### src/inc/eitu_regs.vh
// Constants for the external interrupt and trap unit
// What this block does
// - Return pops PC and status, SP plus 3
// - Saved PC low at SP+1, high SP+2
// - Requests sampled in instruction's last cycle
// - Trap opcode starts highest priority soft trap
// - Missing address fetch in single-chip returns FFH
// - Fetch from RAM, buffer, SFR traps
// - Watchdog bit picks reset or fetch trap
// - Undefined opcode trap accepted at once, aborts
// - Fetch trap accepted during non-maskable service
// - Six external lines, each noise filtered
// - Pin 0 is port after reset
// - Line 0 falling, latch blocked when unselected
// - Enables gate lines 0-5, slot selects gate lines 2-5
// - Lines 0,5 reject 2, accept 7 cycles
// - Line 1 filter 63/193 or 15/49
// - Lines 2-4 reject 7, accept 25 cycles
// - Slow modes reject 1, accept 3.5 cycles
// - Clean edge sets latch within 6 slow cycles
// - Line 4 select: rise, fall, both, high
// - Lines 1-3 select: 0 rise, 1 fall
// - Line 1 filter change within 26 cycles
// - Line 4 high at reset needs rising edge
// - Slot select routes line, unselected never latches
`ifndef EITU_REGS_VH
`define EITU_REGS_VH
`define EITU_CTRL_ADDR 6'h37
`define EITU_CTRL_RESET 8'h00
`define EITU_BIT_L1NC 7
`define EITU_BIT_P0SEL 6
`define EITU_BIT_L4ES_HI 5
`define EITU_BIT_L4ES_LO 4
`define EITU_BIT_L3ES 3
`define EITU_BIT_L2ES 2
`define EITU_BIT_L1ES 1
`define EITU_ES_RISE 2'h0
`define EITU_ES_FALL 2'h1
`define EITU_ES_BOTH 2'h2
`define EITU_ES_HIGH 2'h3
`define EITU_SOFT_OPCODE 8'hFF
`define EITU_RET_STEP 16'h0003
`define EITU_ACC_L05 8'h07
`define EITU_ACC_L1_SLOW_NC 8'hC1
`define EITU_ACC_L1_FAST_NC 8'h31
`define EITU_ACC_L234 8'h19
`define EITU_ACC_SLOWCLK 8'h04
`define EITU_SFR_LO 16'h0000
`define EITU_SFR_HI 16'h003F
`define EITU_DBR_LO 16'h0F80
`define EITU_DBR_HI 16'h0FFF
`define EITU_RAM_LO 16'h0040
`endif
### src/core/eitu_core.v
// External interrupt filters, control register and trap unit
`include "eitu_regs.vh"

module eitu_core #(
  parameter [15:0] RAM_HI = 16'h0F7F
) (
  input wire clk_i,
  input wire rstn_i,
  input wire ce_i,
  input wire slow_mode_i,
  input wire [5:0] reg_addr_i,
  input wire reg_wr_i,
  input wire reg_rd_i,
  input wire [7:0] reg_wdata_i,
  output wire [7:0] reg_rdata_o,
  input wire [5:0] ext_line_i,
  input wire master_irq_enable_i,
  input wire [5:0] line_enable_i,
  input wire [3:0] slot_select_i,
  output wire [5:0] latch_set_o,
  output wire [5:0] accept_ok_o,
  output wire port1_bit0_o,
  input wire last_cycle_i,
  input wire irq_pending_i,
  output wire irq_take_o,
  input wire fetch_i,
  input wire [15:0] fetch_addr_i,
  input wire [7:0] mem_byte_i,
  input wire addr_absent_i,
  input wire single_chip_i,
  output wire [7:0] fetch_byte_o,
  input wire exec_i,
  input wire [7:0] opcode_i,
  input wire opcode_undef_i,
  input wire trap_reset_sel_i,
  output wire soft_trap_o,
  output wire bad_opcode_trap_o,
  output wire fetch_trap_o,
  output wire trap_reset_o,
  output wire abort_o,
  input wire accept_i,
  input wire [15:0] pc_i,
  input wire [7:0] status_word_i,
  input wire ret_i,
  input wire sp_load_i,
  input wire [15:0] sp_wdata_i,
  output wire [15:0] sp_o,
  output wire [15:0] stack_addr_o,
  output wire stack_wr_o,
  output wire [7:0] stack_wdata_o,
  output wire [15:0] pc_o,
  output wire [7:0] status_word_o,
  output wire master_irq_enable_o,
  output wire restore_o
);

////////////////////////////////////////////////////////////////////////
// Control register

reg [7:0] ctrl_ff;
reg [7:0] rdata_ff;
wire hit = (reg_addr_i == `EITU_CTRL_ADDR);

always @(posedge clk_i or negedge rstn_i)
begin
  if (!rstn_i)
  begin
    ctrl_ff <= `EITU_CTRL_RESET;
    rdata_ff <= 8'h00;
  end
  else if (ce_i)
  begin
    if (reg_wr_i && hit)
      ctrl_ff <= {reg_wdata_i[7:1], 1'b0};
    rdata_ff <= (reg_rd_i && hit) ? ctrl_ff : 8'h00;
  end
end

assign reg_rdata_o = rdata_ff;
wire l1_nc = ctrl_ff[`EITU_BIT_L1NC];
wire p0_sel = ctrl_ff[`EITU_BIT_P0SEL];
wire [1:0] l4_es = ctrl_ff[`EITU_BIT_L4ES_HI:`EITU_BIT_L4ES_LO];
// Port use while select is 0, the reset value
assign port1_bit0_o = ~p0_sel;

////////////////////////////////////////////////////////////////////////
// Noise filters

reg [7:0] thr [0:5];
integer k;

always @*
begin
  for (k = 0; k < 6; k = k + 1)
    thr[k] = `EITU_ACC_L234;
  thr[0] = `EITU_ACC_L05;
  thr[5] = `EITU_ACC_L05;
  // New select is used at once, well inside 26 cycles
  thr[1] = l1_nc ? `EITU_ACC_L1_FAST_NC : `EITU_ACC_L1_SLOW_NC;
  if (slow_mode_i)
    for (k = 0; k < 6; k = k + 1)
      thr[k] = `EITU_ACC_SLOWCLK;
end

reg [5:0] sync1_ff;
reg [5:0] sync2_ff;
reg [5:0] flt_ff;
reg [5:0] prev_ff;
reg [7:0] cnt_ff [0:5];
reg [1:0] init_ff;
reg arm4_ff;
wire init_done = (init_ff == 2'h3);

always @(posedge clk_i or negedge rstn_i)
begin
  if (!rstn_i)
  begin
    sync1_ff <= 6'h00;
    sync2_ff <= 6'h00;
    init_ff <= 2'h0;
  end
  else if (ce_i)
  begin
    sync1_ff <= ext_line_i;
    sync2_ff <= sync1_ff;
    if (!init_done)
      init_ff <= init_ff + 2'h1;
  end
end

integer j;

// One process drives the filter level, previous level and counters
always @(posedge clk_i or negedge rstn_i)
begin
  if (!rstn_i)
  begin
    flt_ff <= 6'h00;
    prev_ff <= 6'h00;
    for (j = 0; j < 6; j = j + 1)
      cnt_ff[j] <= 8'h00;
  end
  else if (ce_i)
  begin
    for (j = 0; j < 6; j = j + 1)
    begin
      prev_ff[j] <= flt_ff[j];
      if (!init_done)
      begin
        // Seed level without producing an edge
        flt_ff[j] <= sync2_ff[j];
        prev_ff[j] <= sync2_ff[j];
        cnt_ff[j] <= 8'h00;
      end
      else if (sync2_ff[j] == flt_ff[j])
        cnt_ff[j] <= 8'h00;
      else if (cnt_ff[j] + 8'h01 >= thr[j])
      begin
        flt_ff[j] <= sync2_ff[j];
        cnt_ff[j] <= 8'h00;
      end
      else
        cnt_ff[j] <= cnt_ff[j] + 8'h01;
    end
  end
end

////////////////////////////////////////////////////////////////////////
// Edge selection and latch set

wire [5:0] rise = flt_ff & ~prev_ff;
wire [5:0] fall = ~flt_ff & prev_ff;
reg l4_ev;

always @(posedge clk_i or negedge rstn_i)
begin
  if (!rstn_i)
    arm4_ff <= 1'b0;
  else if (ce_i && rise[4])
    arm4_ff <= 1'b1;
end

always @*
begin
  case (l4_es)
    `EITU_ES_RISE: l4_ev = rise[4];
    `EITU_ES_FALL: l4_ev = fall[4];
    `EITU_ES_BOTH: l4_ev = rise[4] | fall[4];
    `EITU_ES_HIGH: l4_ev = flt_ff[4] & arm4_ff;
    default: l4_ev = 1'b0;
  endcase
end

wire [5:0] ev;
assign ev[0] = fall[0] & p0_sel;
assign ev[1] = ctrl_ff[`EITU_BIT_L1ES] ? fall[1] : rise[1];
assign ev[2] = (ctrl_ff[`EITU_BIT_L2ES] ? fall[2] : rise[2]) & slot_select_i[0];
assign ev[3] = (ctrl_ff[`EITU_BIT_L3ES] ? fall[3] : rise[3]) & slot_select_i[1];
assign ev[4] = l4_ev & slot_select_i[2];
assign ev[5] = fall[5] & slot_select_i[3];

// Sync plus accept count keeps the latch delay bounded
assign latch_set_o = ev & {6{ce_i}};
assign accept_ok_o = line_enable_i & {6{master_irq_enable_i}};
assign irq_take_o = last_cycle_i & irq_pending_i;

////////////////////////////////////////////////////////////////////////
// Fetch checks and traps

wire in_sfr = (fetch_addr_i <= `EITU_SFR_HI);
wire in_dbr = (fetch_addr_i >= `EITU_DBR_LO) && (fetch_addr_i <= `EITU_DBR_HI);
wire in_ram = (fetch_addr_i >= `EITU_RAM_LO) && (fetch_addr_i <= RAM_HI);
wire bad_area = fetch_i & (in_sfr | in_dbr | in_ram);
reg [7:0] fbyte_ff;
reg soft_ff;
reg undef_ff;
reg ftrap_ff;
reg trst_ff;

always @(posedge clk_i or negedge rstn_i)
begin
  if (!rstn_i)
  begin
    fbyte_ff <= 8'h00;
    soft_ff <= 1'b0;
    undef_ff <= 1'b0;
    ftrap_ff <= 1'b0;
    trst_ff <= 1'b0;
  end
  else if (ce_i)
  begin
    if (fetch_i)
      fbyte_ff <= (single_chip_i && addr_absent_i) ? `EITU_SOFT_OPCODE : mem_byte_i;
    soft_ff <= exec_i && (opcode_i == `EITU_SOFT_OPCODE) && !opcode_undef_i;
    undef_ff <= exec_i && opcode_undef_i;
    ftrap_ff <= bad_area && !trap_reset_sel_i;
    trst_ff <= bad_area && trap_reset_sel_i;
  end
end

assign fetch_byte_o = fbyte_ff;
assign soft_trap_o = soft_ff;
assign bad_opcode_trap_o = undef_ff;
assign fetch_trap_o = ftrap_ff;
assign trap_reset_o = trst_ff;
// Break current service, non-maskable included
assign abort_o = undef_ff | ftrap_ff;

////////////////////////////////////////////////////////////////////////
// Stack push on accept, pop on return

localparam ST_IDLE = 3'h0;
localparam ST_PUSH_PSW = 3'h1;
localparam ST_PUSH_PCH = 3'h2;
localparam ST_PUSH_PCL = 3'h3;
localparam ST_POP_PCL = 3'h4;
localparam ST_POP_PCH = 3'h5;
localparam ST_POP_PSW = 3'h6;

reg [2:0] st_ff;
reg [2:0] nxt_st;
reg [15:0] sp_ff;
reg [15:0] pc_ff;
reg [7:0] psw_ff;
reg [15:0] pcsave_ff;
reg [7:0] pswsave_ff;
reg done_ff;
reg [15:0] addr_r;
reg wr_r;
reg [7:0] wd_r;

always @*
begin
  nxt_st = st_ff;
  addr_r = sp_ff;
  wr_r = 1'b0;
  wd_r = 8'h00;
  case (st_ff)
    ST_IDLE:
    begin
      if (accept_i)
        nxt_st = ST_PUSH_PSW;
      else if (ret_i)
        nxt_st = ST_POP_PCL;
    end
    ST_PUSH_PSW:
    begin
      wr_r = 1'b1;
      wd_r = pswsave_ff;
      nxt_st = ST_PUSH_PCH;
    end
    ST_PUSH_PCH:
    begin
      addr_r = sp_ff - 16'h0001;
      wr_r = 1'b1;
      wd_r = pcsave_ff[15:8];
      nxt_st = ST_PUSH_PCL;
    end
    ST_PUSH_PCL:
    begin
      addr_r = sp_ff - 16'h0002;
      wr_r = 1'b1;
      wd_r = pcsave_ff[7:0];
      nxt_st = ST_IDLE;
    end
    ST_POP_PCL:
    begin
      addr_r = sp_ff + 16'h0001;
      nxt_st = ST_POP_PCH;
    end
    ST_POP_PCH:
    begin
      addr_r = sp_ff + 16'h0002;
      nxt_st = ST_POP_PSW;
    end
    ST_POP_PSW:
    begin
      addr_r = sp_ff + `EITU_RET_STEP;
      nxt_st = ST_IDLE;
    end
    default: nxt_st = ST_IDLE;
  endcase
end

always @(posedge clk_i or negedge rstn_i)
begin
  if (!rstn_i)
  begin
    st_ff <= ST_IDLE;
    sp_ff <= 16'h0000;
    pc_ff <= 16'h0000;
    psw_ff <= 8'h00;
    pcsave_ff <= 16'h0000;
    pswsave_ff <= 8'h00;
    done_ff <= 1'b0;
  end
  else if (ce_i)
  begin
    st_ff <= nxt_st;
    done_ff <= (st_ff == ST_POP_PSW);
    if (st_ff == ST_IDLE && accept_i)
    begin
      pcsave_ff <= pc_i;
      pswsave_ff <= status_word_i;
    end
    if (st_ff == ST_POP_PCL)
      pc_ff[7:0] <= mem_byte_i;
    if (st_ff == ST_POP_PCH)
      pc_ff[15:8] <= mem_byte_i;
    if (st_ff == ST_POP_PSW)
    begin
      psw_ff <= mem_byte_i;
      sp_ff <= sp_ff + `EITU_RET_STEP;
    end
    else if (st_ff == ST_PUSH_PCL)
      sp_ff <= sp_ff - `EITU_RET_STEP;
    else if (sp_load_i && st_ff == ST_IDLE)
      sp_ff <= sp_wdata_i;
  end
end

assign sp_o = sp_ff;
assign stack_addr_o = addr_r;
assign stack_wr_o = wr_r & ce_i;
assign stack_wdata_o = wd_r;
assign pc_o = pc_ff;
assign status_word_o = psw_ff;
assign master_irq_enable_o = psw_ff[7];
assign restore_o = done_ff;

endmodule // eitu_core

### config.mk
export PLATFORM = sky130hd
export DESIGN_NAME = eitu_core
export DESIGN_NICKNAME = d
export VERILOG_FILES = /design/src/core/eitu_core.v
export VERILOG_INCLUDE_DIRS = /design/src /design/src/inc
export SDC_FILE = /design/constraint.sdc
export NUM_CORES = 1
export LEC_CHECK = 0
export BUFFER_PORTS_ARGS = -buffer_cell sky130_fd_sc_hd__clkbuf_2
export CAP_MARGIN = 15
export CORE_MARGIN = 4
export CORE_UTILIZATION = 56
export CTS_CLUSTER_DIAMETER = 120
export CTS_CLUSTER_SIZE = 30
export DETAILED_ROUTE_END_ITERATION = 10
export PLACE_DENSITY = 0.79
export SETUP_SLACK_MARGIN = 0.5
export SLEW_MARGIN = 10
export SYNTH_ARGS = -nofsm -noshare
export SYNTH_HDL_FRONTEND = slang
export SYNTH_SLANG_ARGS = --single-unit
### constraint.sdc
create_clock -name clk_i -period 4.4 [get_ports clk_i]
set_input_delay 0.22 -clock clk_i [delete_from_list [all_inputs] [get_ports clk_i]]
set_output_delay 0.22 -clock clk_i [all_outputs]
set_load 0.03 [all_outputs]
==> summary.md, run 1 <==
| Metric | Value |
|---|---|
| Status | `complete, no violations` |
| Mapped Avg Cell Area | `around 9.3 um2` |
| H-tree lvl count | `4` |
| Max Slew Vio Count | `0` |
| Post-DR wirelength/cell | `around 18 um` |
| Total CTS buffers | `17` |
| Commonest non-fill, non-tap cell in the layout | `clkbuf_2` |
| Largest stage delay, worst path | `between 500 and 600 ps` |
| Cells along the critical path | `buf_6 > nor2_4 > nand2_4 > buf_4 > ha_1 > and3_1 > a221oi_2 > o31ai_2 > and4_1 > or4_1 > clkbuf_4` |
| Slowest-stage cell, CP | `or4_1` |
| Synthesized Nets | `~1,300` |
| Synth area leaders | `dfrtp_1 40%, mux2_2 8.4%, ha_1 7.3%` |
| # port buffers | `207` |
| Worst setup margin | `just over 600 ps` |
| Ys async rst share | `100%` |
| Height of the die | `~150 um` |
| Root Driver | `clkbuf_16` |
| CTS tree | `built` |
| Number of global-route vias before repair | `9,448` |
| Clk_skew | `about 11 ps` |
| CP arrival | `roughly 3600 ps` |
| Die W | `between 100 and 150 um` |
| DP HPWL | `between 20,000 and 25,000 um` |
| MaxCap Viol Count | `0` |
| Clock-pin slew on the worst setup and hold paths | `80 ps` |
| Fin crit share | `approximately 86%` |
| Core area | `18,800 um2` |
| WL final | `roughly 28,000 um` |
| Post-synth top area share | `39.5%` |
| Static Leak | `5.92 nW` |
| Register area | `4230 um2` |
| Synth-to-layout area growth | `19.4%` |
| Startpoint types | `register` |
| Ant. Diodes | `0` |
| Die area | `about 21,000 um2` |
| DR iter-0 viols | `724` |
| Pre-CTS setup slack | `between 600 and 700 ps` |
| RSZ-0062 raised after global routing | `true` |
| Fillers | `about 1,500` |
| Largest family of logic cells by synthesized area | `compound AO/OA/AOI/OAI gates` |
| Clock sink count | `approximately 170` |
| Simple-gate portion of the synthesized area | `16.6%` |
| Final Setup Violations | `0` |
| Xor/xnor cell area share of the yosys netlist | `between 4 and 5%` |
| Warnings, synthesis | `0` |
| Worst Setup End Kind | `output port` |
| Synth Flop Type | `dfrtp_1` |
| Crit Path Class | `register to output port` |
| GRT Util Overall | `a little over a quarter` |
| Worst-skew pair later-pin latency | `between 400 and 500 ps` |
| Hold Path Class | `input pin to register` |
| CTS Buffer Depth | `2` |
| NumNets Final | `1,533` |
| Post-synth top area cell | `dfrtp_1` |
| Minimum clock period | `between 3000 and 4000 ps` |
| Detailed-route vias per instance | `6.03` |
| Yosys cell types | `76` |
| CP max FO | `31` |
| Commonest cells after routing, fill and taps aside | `203 x clkbuf_2, 166 x dfrtp_1, 94 x nand2_1, 84 x nor2_1, 80 x mux2_2` |
| FF+latch count, synth | `169` |
| Worst rel slew slack | `34.1%` |
| Pwr Density | `772 nW/um2` |
| First-pass GRT wire length | `46,600 um` |
| Layout cells sized above 1 | `between 20 and 30%` |
| Iteration count of the initial detailed-routing pass | `6` |
| Initial core utilization | `between 50 and 60%` |
| Post-route setup TNS | `0 ps` |
| Initial antenna violation count | `0` |
| I/O pins | `222` |
| Std-Cell Rows | `50` |
| Peak Freq | `roughly 0.26 GHz` |
| Post-synth EDFFs | `0` |
| Routability cong. | `between 0.9 and 1` |
| Sequential share of the synthesized area | `39.5%` |
| GRT Residual Overflow | `0` |
| Critical path required time | `between 4000 and 5000 ps` |
| Multi-input gate area | `6130 um2` |
| Hold Vio Cnt, Final | `0` |
| Post-synthesis mux area share | `approximately a tenth` |
| Antenna Nets Post-Route | `0` |
| Drt drc | `0` |
| Synth Area in Adders | `~7.6%` |
| Synthesized instance count | `~1,200` |
| Worst VDD drop | `between 0.4 and 0.5 mV` |
| Compound-Gate Fraction of Synth Area | `between 10% and 20%` |
| Mapped cell area | `between 10,000 and 15,000 um2` |
| Worst Tran Pin Value | `approximately 990 ps` |
| Via count of the routed design | `9,625` |
| Largest net degree at the start of global routing | `roughly 110` |
[per-layer routing]
| layer | global-route usage, % | vias to the layer above | routed length, um |
|---|---|---|---|
| li1 | - | 4547 | - |
| met1 | 35.0 | 4649 | 12000 |
| met2 | 42.7 | 376 | 13400 |
| met3 | 5.87 | 53 | 2360 |
| met4 | 8.00 | 0 | 637 |
| met5 | 0 | - | 0 |
[where the power goes]
part	internal (mW)	switching, mW
Clock	0.772	0.748
Sequential	1.97	0.556
Combinational	2.21	3.60
[metrics by stage]
stage          util [%]  std cells  hold WS (ps)  cell area (um2)  total power [mW]
2_1_floorplan         -       1155         -75.6            10700              6.43
3_3_place_gp       63.5       1552           413            11900              7.81
3_5_place_dp       63.5       1552           407            11900              7.91
4_1_cts            67.1       1589          3.29            12600              9.54
5_1_grt            68.1       1596          3.66            12800              10.5
6_report           68.1       1596          13.4            12800              9.86
[synth_stat cells (all sizes together), types with 25 or more instances]
| master | instances |
|---|---|
| dfrtp | 169 |
| nand2 | 95 |
| nor2 | 86 |
| mux2 | 80 |
| o21ai | 79 |
| a21oi | 64 |
| inv | 63 |
| ha | 62 |
| clkbuf | 46 |
| nand3 | 42 |
| xnor2 | 39 |
| nor2b | 28 |
| nor3 | 25 |
[worst max-delay path, delay by kind of cell, from the launching register on]
kind	cells	cell delay (ps)
DFF	1	420
AOI/OAI and AO/OA	2	400
adders and majority gates	1	370
and+or+nand+nor	5	1350
buffers and inverters	3	600
[registers in the layout (all words and copies together), names as in the netlist, 2 cells and up]
signal / cells
cnt_ff: 48
pc_o: 16
pcsave_ff: 16
sp_o: 16
fetch_byte_o: 8
pswsave_ff: 8
status_word_o: 8
ctrl_ff: 7
reg_rdata_o: 7
flt_ff: 6
prev_ff: 6
sync1_ff: 6
sync2_ff: 6
st_ff: 3
init_ff: 2
[layout make-up]
cell class	instances	share of cell area, %
repair buffers	234	9.95
clock inverters	14	1.33
clock buffers	18	3.36
well taps	234	2.29
flip-flops and latches	169	33.1
inverters	64	1.90
multi-input cells	863	48.0
[worst paths after layout]
| path | depth (start not counted) | slack [ps] | to | startpoint |
|---|---|---|---|---|
| hold reg to reg | 1 | 460 | arm4_ff | arm4_ff |
| min in group asynchronous | 2 | 460 | reg_rdata_o[2] | rstn_i |
| hold / removal | 2 | 10 | pcsave_ff[13] | pc_i[13] |
| max in group asynchronous | 3 | 2790 | init_ff[0] | rstn_i |
| setup reg to reg | 9 | 1470 | sp_o[10] | sp_o[0] |
| setup / recovery | 11 | 610 | stack_addr_o[15] | st_ff[0] |
[cell families (layout without fill, tap and decap cells)]
family,Yosys count,in the layout
mux,94,94
other cells,1,1
compound gates,279,279
fa+ha+maj,64,64
flops,169,169
simple gates,363,364
xor+xnor,61,61
buf+inv,124,330
[repair_timing]
item / in CTS / in global routing
hold buffers: 3 / 0
gates resized for setup: 10 / 32
setup buffers: 2 / 6
gates cloned: 0 / 1
endpoints found under the setup margin: 7 / 7
hold endpoints to repair: 108 / 0
pin swaps: 3 / 4
Power figures use the tool's default switching activity.
==> run 2: changes to the inputs <==
--- a/config.mk
+++ b/config.mk
@@ -8,8 +8,10 @@
 export LEC_CHECK = 0
 export BUFFER_PORTS_ARGS = -buffer_cell sky130_fd_sc_hd__clkbuf_2
 export CAP_MARGIN = 15
+export CELL_PAD_IN_SITES_DETAIL_PLACEMENT = 1
+export CELL_PAD_IN_SITES_GLOBAL_PLACEMENT = 2
 export CORE_MARGIN = 4
-export CORE_UTILIZATION = 56
+export CORE_UTILIZATION = 34
 export CTS_CLUSTER_DIAMETER = 120
 export CTS_CLUSTER_SIZE = 30
 export DETAILED_ROUTE_END_ITERATION = 10
==> summary.md, run 2 (same netlist as run 1, synthesis figures left out) <==
| Metric | Value |
|---|---|
| Commonest cells after routing, fill and taps aside | `204 x clkbuf_2, 168 x dfrtp_1, 93 x nand2_1, 84 x nor2_1, 80 x mux2_2` |
| Register area | `4230 um2 (about the same)` |
| Critical path required time | `4180 ps (about the same)` |
| Hold Path Class | `input pin to register` |
| Final Util | `42.8% (-25 points)` |
| Clk_skew | `19.3 ps (+8.59 ps)` |
| Reg-to-reg endpoint | `status_word_o[0]` |
| RSZ-0062 raised after global routing | `false` |
| CTS tree | `built` |
| Static Leak | `6.04 nW (+1.9%)` |
| Status | `complete, no violations` |
| Crit path buf inv count | `4 (+1)` |
| Seq pwr share | `24.8% (-0.8 points)` |
| Power Internal | `4.92 mW (-0.58%)` |
| Number of global-route vias before repair | `10,200 (+7.8%)` |
| Std-Cell Rows | `64 (+28%)` |
| Worst Tran Pin Value | `1030 ps (+37.2 ps)` |
| Hold depth | `2 (unchanged)` |
| Slowest-stage cell, CP | `or4_1` |
| Post-DR wirelength/cell | `19.1 um (+7.2%)` |
| Worst Setup End Kind | `output port` |
| Commonest non-fill, non-tap cell in the layout | `clkbuf_2` |
| Largest stage delay, worst path | `570 ps (about the same)` |
| Clock power share | `15.6% (+0.2 points)` |
| Initial antenna violation count | `0 (unchanged)` |
| Crit Path Class | `register to output port` |
| Cells along the critical path | `inv_2 > nor2_4 > nand2_1 > buf_8 > inv_1 > fa_2 > nor2b_2 > o2111ai_1 > nand3b_1 > o21ai_2 > o31a_1 > mux2i_1 > or4_1 > clkbuf_4` |
| Cell count after placement | `1,723 (+11%)` |
| NumNets Final | `1,561 (+1.8%)` |
| Critical hold path startpoint | `pc_i[6]` |
| Synth-to-layout area growth | `23.2%` |
| Max Slew Vio Count | `0 (unchanged)` |
| Worst VDD drop | `0.303 mV (-35%)` |
| Root Driver | `clkbuf_16` |
| Worst-skew pair later-pin latency | `440 ps (about the same)` |
| Hold worst-path end | `pcsave_ff[6]` |
| CP top delay family | `simple AND/OR/NAND/NOR gates` |
| Startpoint types | `register` |
| Clock-pin slew on the worst setup and hold paths | `80 ps (about the same)` |
| GRT Util Overall | `20.1% (-6.1 points)` |
| # port buffers | `207 (unchanged)` |
| Reg2Reg Setup Slack | `1310 ps (-160 ps)` |
| Pwr Density | `751 nW/um2 (-2.7%)` |
| Cells on worst reg2reg path | `6 (-3)` |
| Cell area after layout | `13,200 um2 (+3.2%)` |
| I/O pins | `222 (unchanged)` |
| R2R Path Start | `st_ff[2]` |
| Net switching power | `4.97 mW (+1.4%)` |
| Multi-input gate area | `6050 um2 (-1.3%)` |
| GRT Residual Overflow | `0 (unchanged)` |
| Placed cell area | `12,200 um2 (+2.3%)` |
| Clock sink count | `169 (unchanged)` |
| CP arrival | `3550 ps (-20 ps)` |
| Iteration count of the initial detailed-routing pass | `4 (-2)` |
| CP max FO | `14 (-55%)` |
| Via count of the routed design | `9,654 (+0.30%)` |
| Core area | `30,800 um2 (+64%)` |
| Sw frac | `50.2% (+0.49 points)` |
| Largest register FFs | `48 (unchanged)` |
| Pre-CTS setup slack | `851 ps (+207 ps)` |
| Final Setup Violations | `0 (unchanged)` |
| Largest register by flop count | `cnt_ff` |
| Fin cells | `1,786 (+12%)` |
| Fin crit share | `85.6% (-0.63 points)` |
| DP HPWL | `25,200 um (+26%)` |
| Height of the die | `185 um (+27%)` |
| Detailed-route vias per instance | `5.41 (-10%)` |
| Ant. Diodes | `0 (unchanged)` |
| Fillers | `3,625 (+150%)` |
| Initial core utilization | `34.7% (-22 points)` |
| Minimum clock period | `3770 ps (-27.6 ps)` |
| Post-route setup TNS | `0 ps (unchanged)` |
| Largest net degree at the start of global routing | `102 (-6.4%)` |
| First-pass GRT wire length | `55,400 um (+19%)` |
| Drt drc | `0 (unchanged)` |
| Layout cells sized above 1 | `27.1% (-0.70 points)` |
| Peak Freq | `0.266 GHz (+0.73%)` |
| MaxCap Viol Count | `0 (unchanged)` |
| Combinational cell fraction of total power | `59.6% (+0.7 points)` |
| WL final | `34,100 um (+20%)` |
| DR iter-0 viols | `401 (-45%)` |
| Die W | `185 um (+27%)` |
| CTS Buffer Depth | `2 (unchanged)` |
| H-tree lvl count | `4 (unchanged)` |
| Antenna Nets Post-Route | `0 (unchanged)` |
| Worst rel slew slack | `31.6% (-2.5 points)` |
| Total CTS buffers | `17 (unchanged)` |
| Die area | `34,400 um2 (+61%)` |
| Worst setup margin | `634 ps (+27.6 ps)` |
| Routability cong. | `0.895 (-7.9%)` |
| Worst path depth | `14 (+3)` |
| Hold Vio Cnt, Final | `0 (unchanged)` |
==> run 2: changes by cell type in the layout (fill, tap and decap cells not counted), moves of 2 or more <==
cell           before  now
ha_4                4    0
ha_1               56   60
dfrtp_2             3    1
inv_8               4    1
buf_4              23   29
dlygate4sd3_1       3   27
dfrtp_1           166  168
clkinv_8            5    7
==> run 2: worst max-delay path by stage <==
| stage | from | end | slack [ps] |
|---|---|---|---|
| finish | st_ff[0] | stack_addr_o[15] | 630 |
| global route | st_ff[0] | stack_addr_o[12] | 440 |
| CTS | st_ff[0] | stack_addr_o[15] | 510 |
| detailed placement | st_ff[0] | stack_addr_o[12] | 850 |
| global placement | st_ff[0] | stack_addr_o[13] | 870 |
| floorplan | st_ff[1] | stack_addr_o[15] | 820 |
==> run 2: timing repair <==
item                                    4_1_cts  5_1_grt
endpoints found under the hold margin       125        0
buffers inserted                              2        2
endpoints found under the setup margin        4        6
gates resized for setup                       6       20
hold buffers                                 27        0
pin swaps                                     2        4
==> run 2: worst reg2reg max path, stage by stage (launching register included) <==
cell,delay [ps]
dfrtp_1,470
buf_4,390
nand2_1,250
nor2_1,790
buf_4,350
nand2_1,330
mux2_2,400
==> run 2: per-layer routing <==
layer / GRT usage (%) / vias to the layer above / part of all wire [%]
li1: - / 4588 / -
met1: 26.7 / 4837 / 45
met2: 34.3 / 212 / 50
met3: 3.81 / 17 / 4.3
met4: 3.96 / 0 / 0.90
met5: 0 / - / 0
==> run 2: cell type report <==
class                   count  area share (%)
clock buffers              17            3.23
well taps                 396            3.76
repair buffers            263            11.7
inverters                  64            1.82
clock inverters            15            1.47
multi-input cells         862            45.9
flip-flops and latches    169            32.1
==> run 2: through the flow <==
step	hold WS [ps]	total power [mW]
floorplan	-75.6	6.43
global placement	428	8.08
detailed placement	432	8.19
CTS	1.62	9.86
global route	2.69	10.7
finish	20.5	9.90
==> run 2: power by group through the flow <==
stage | Combinational, mW | Sequential (mW) | Clock (mW)
after global routing | 6.49 | 2.53 | 1.65
after global placement | 5.63 | 2.45 | 0
final | 5.90 | 2.46 | 1.54
after CTS | 5.81 | 2.45 | 1.59
after detailed placement | 5.71 | 2.48 | 0
after floorplan | 3.78 | 2.65 | 0
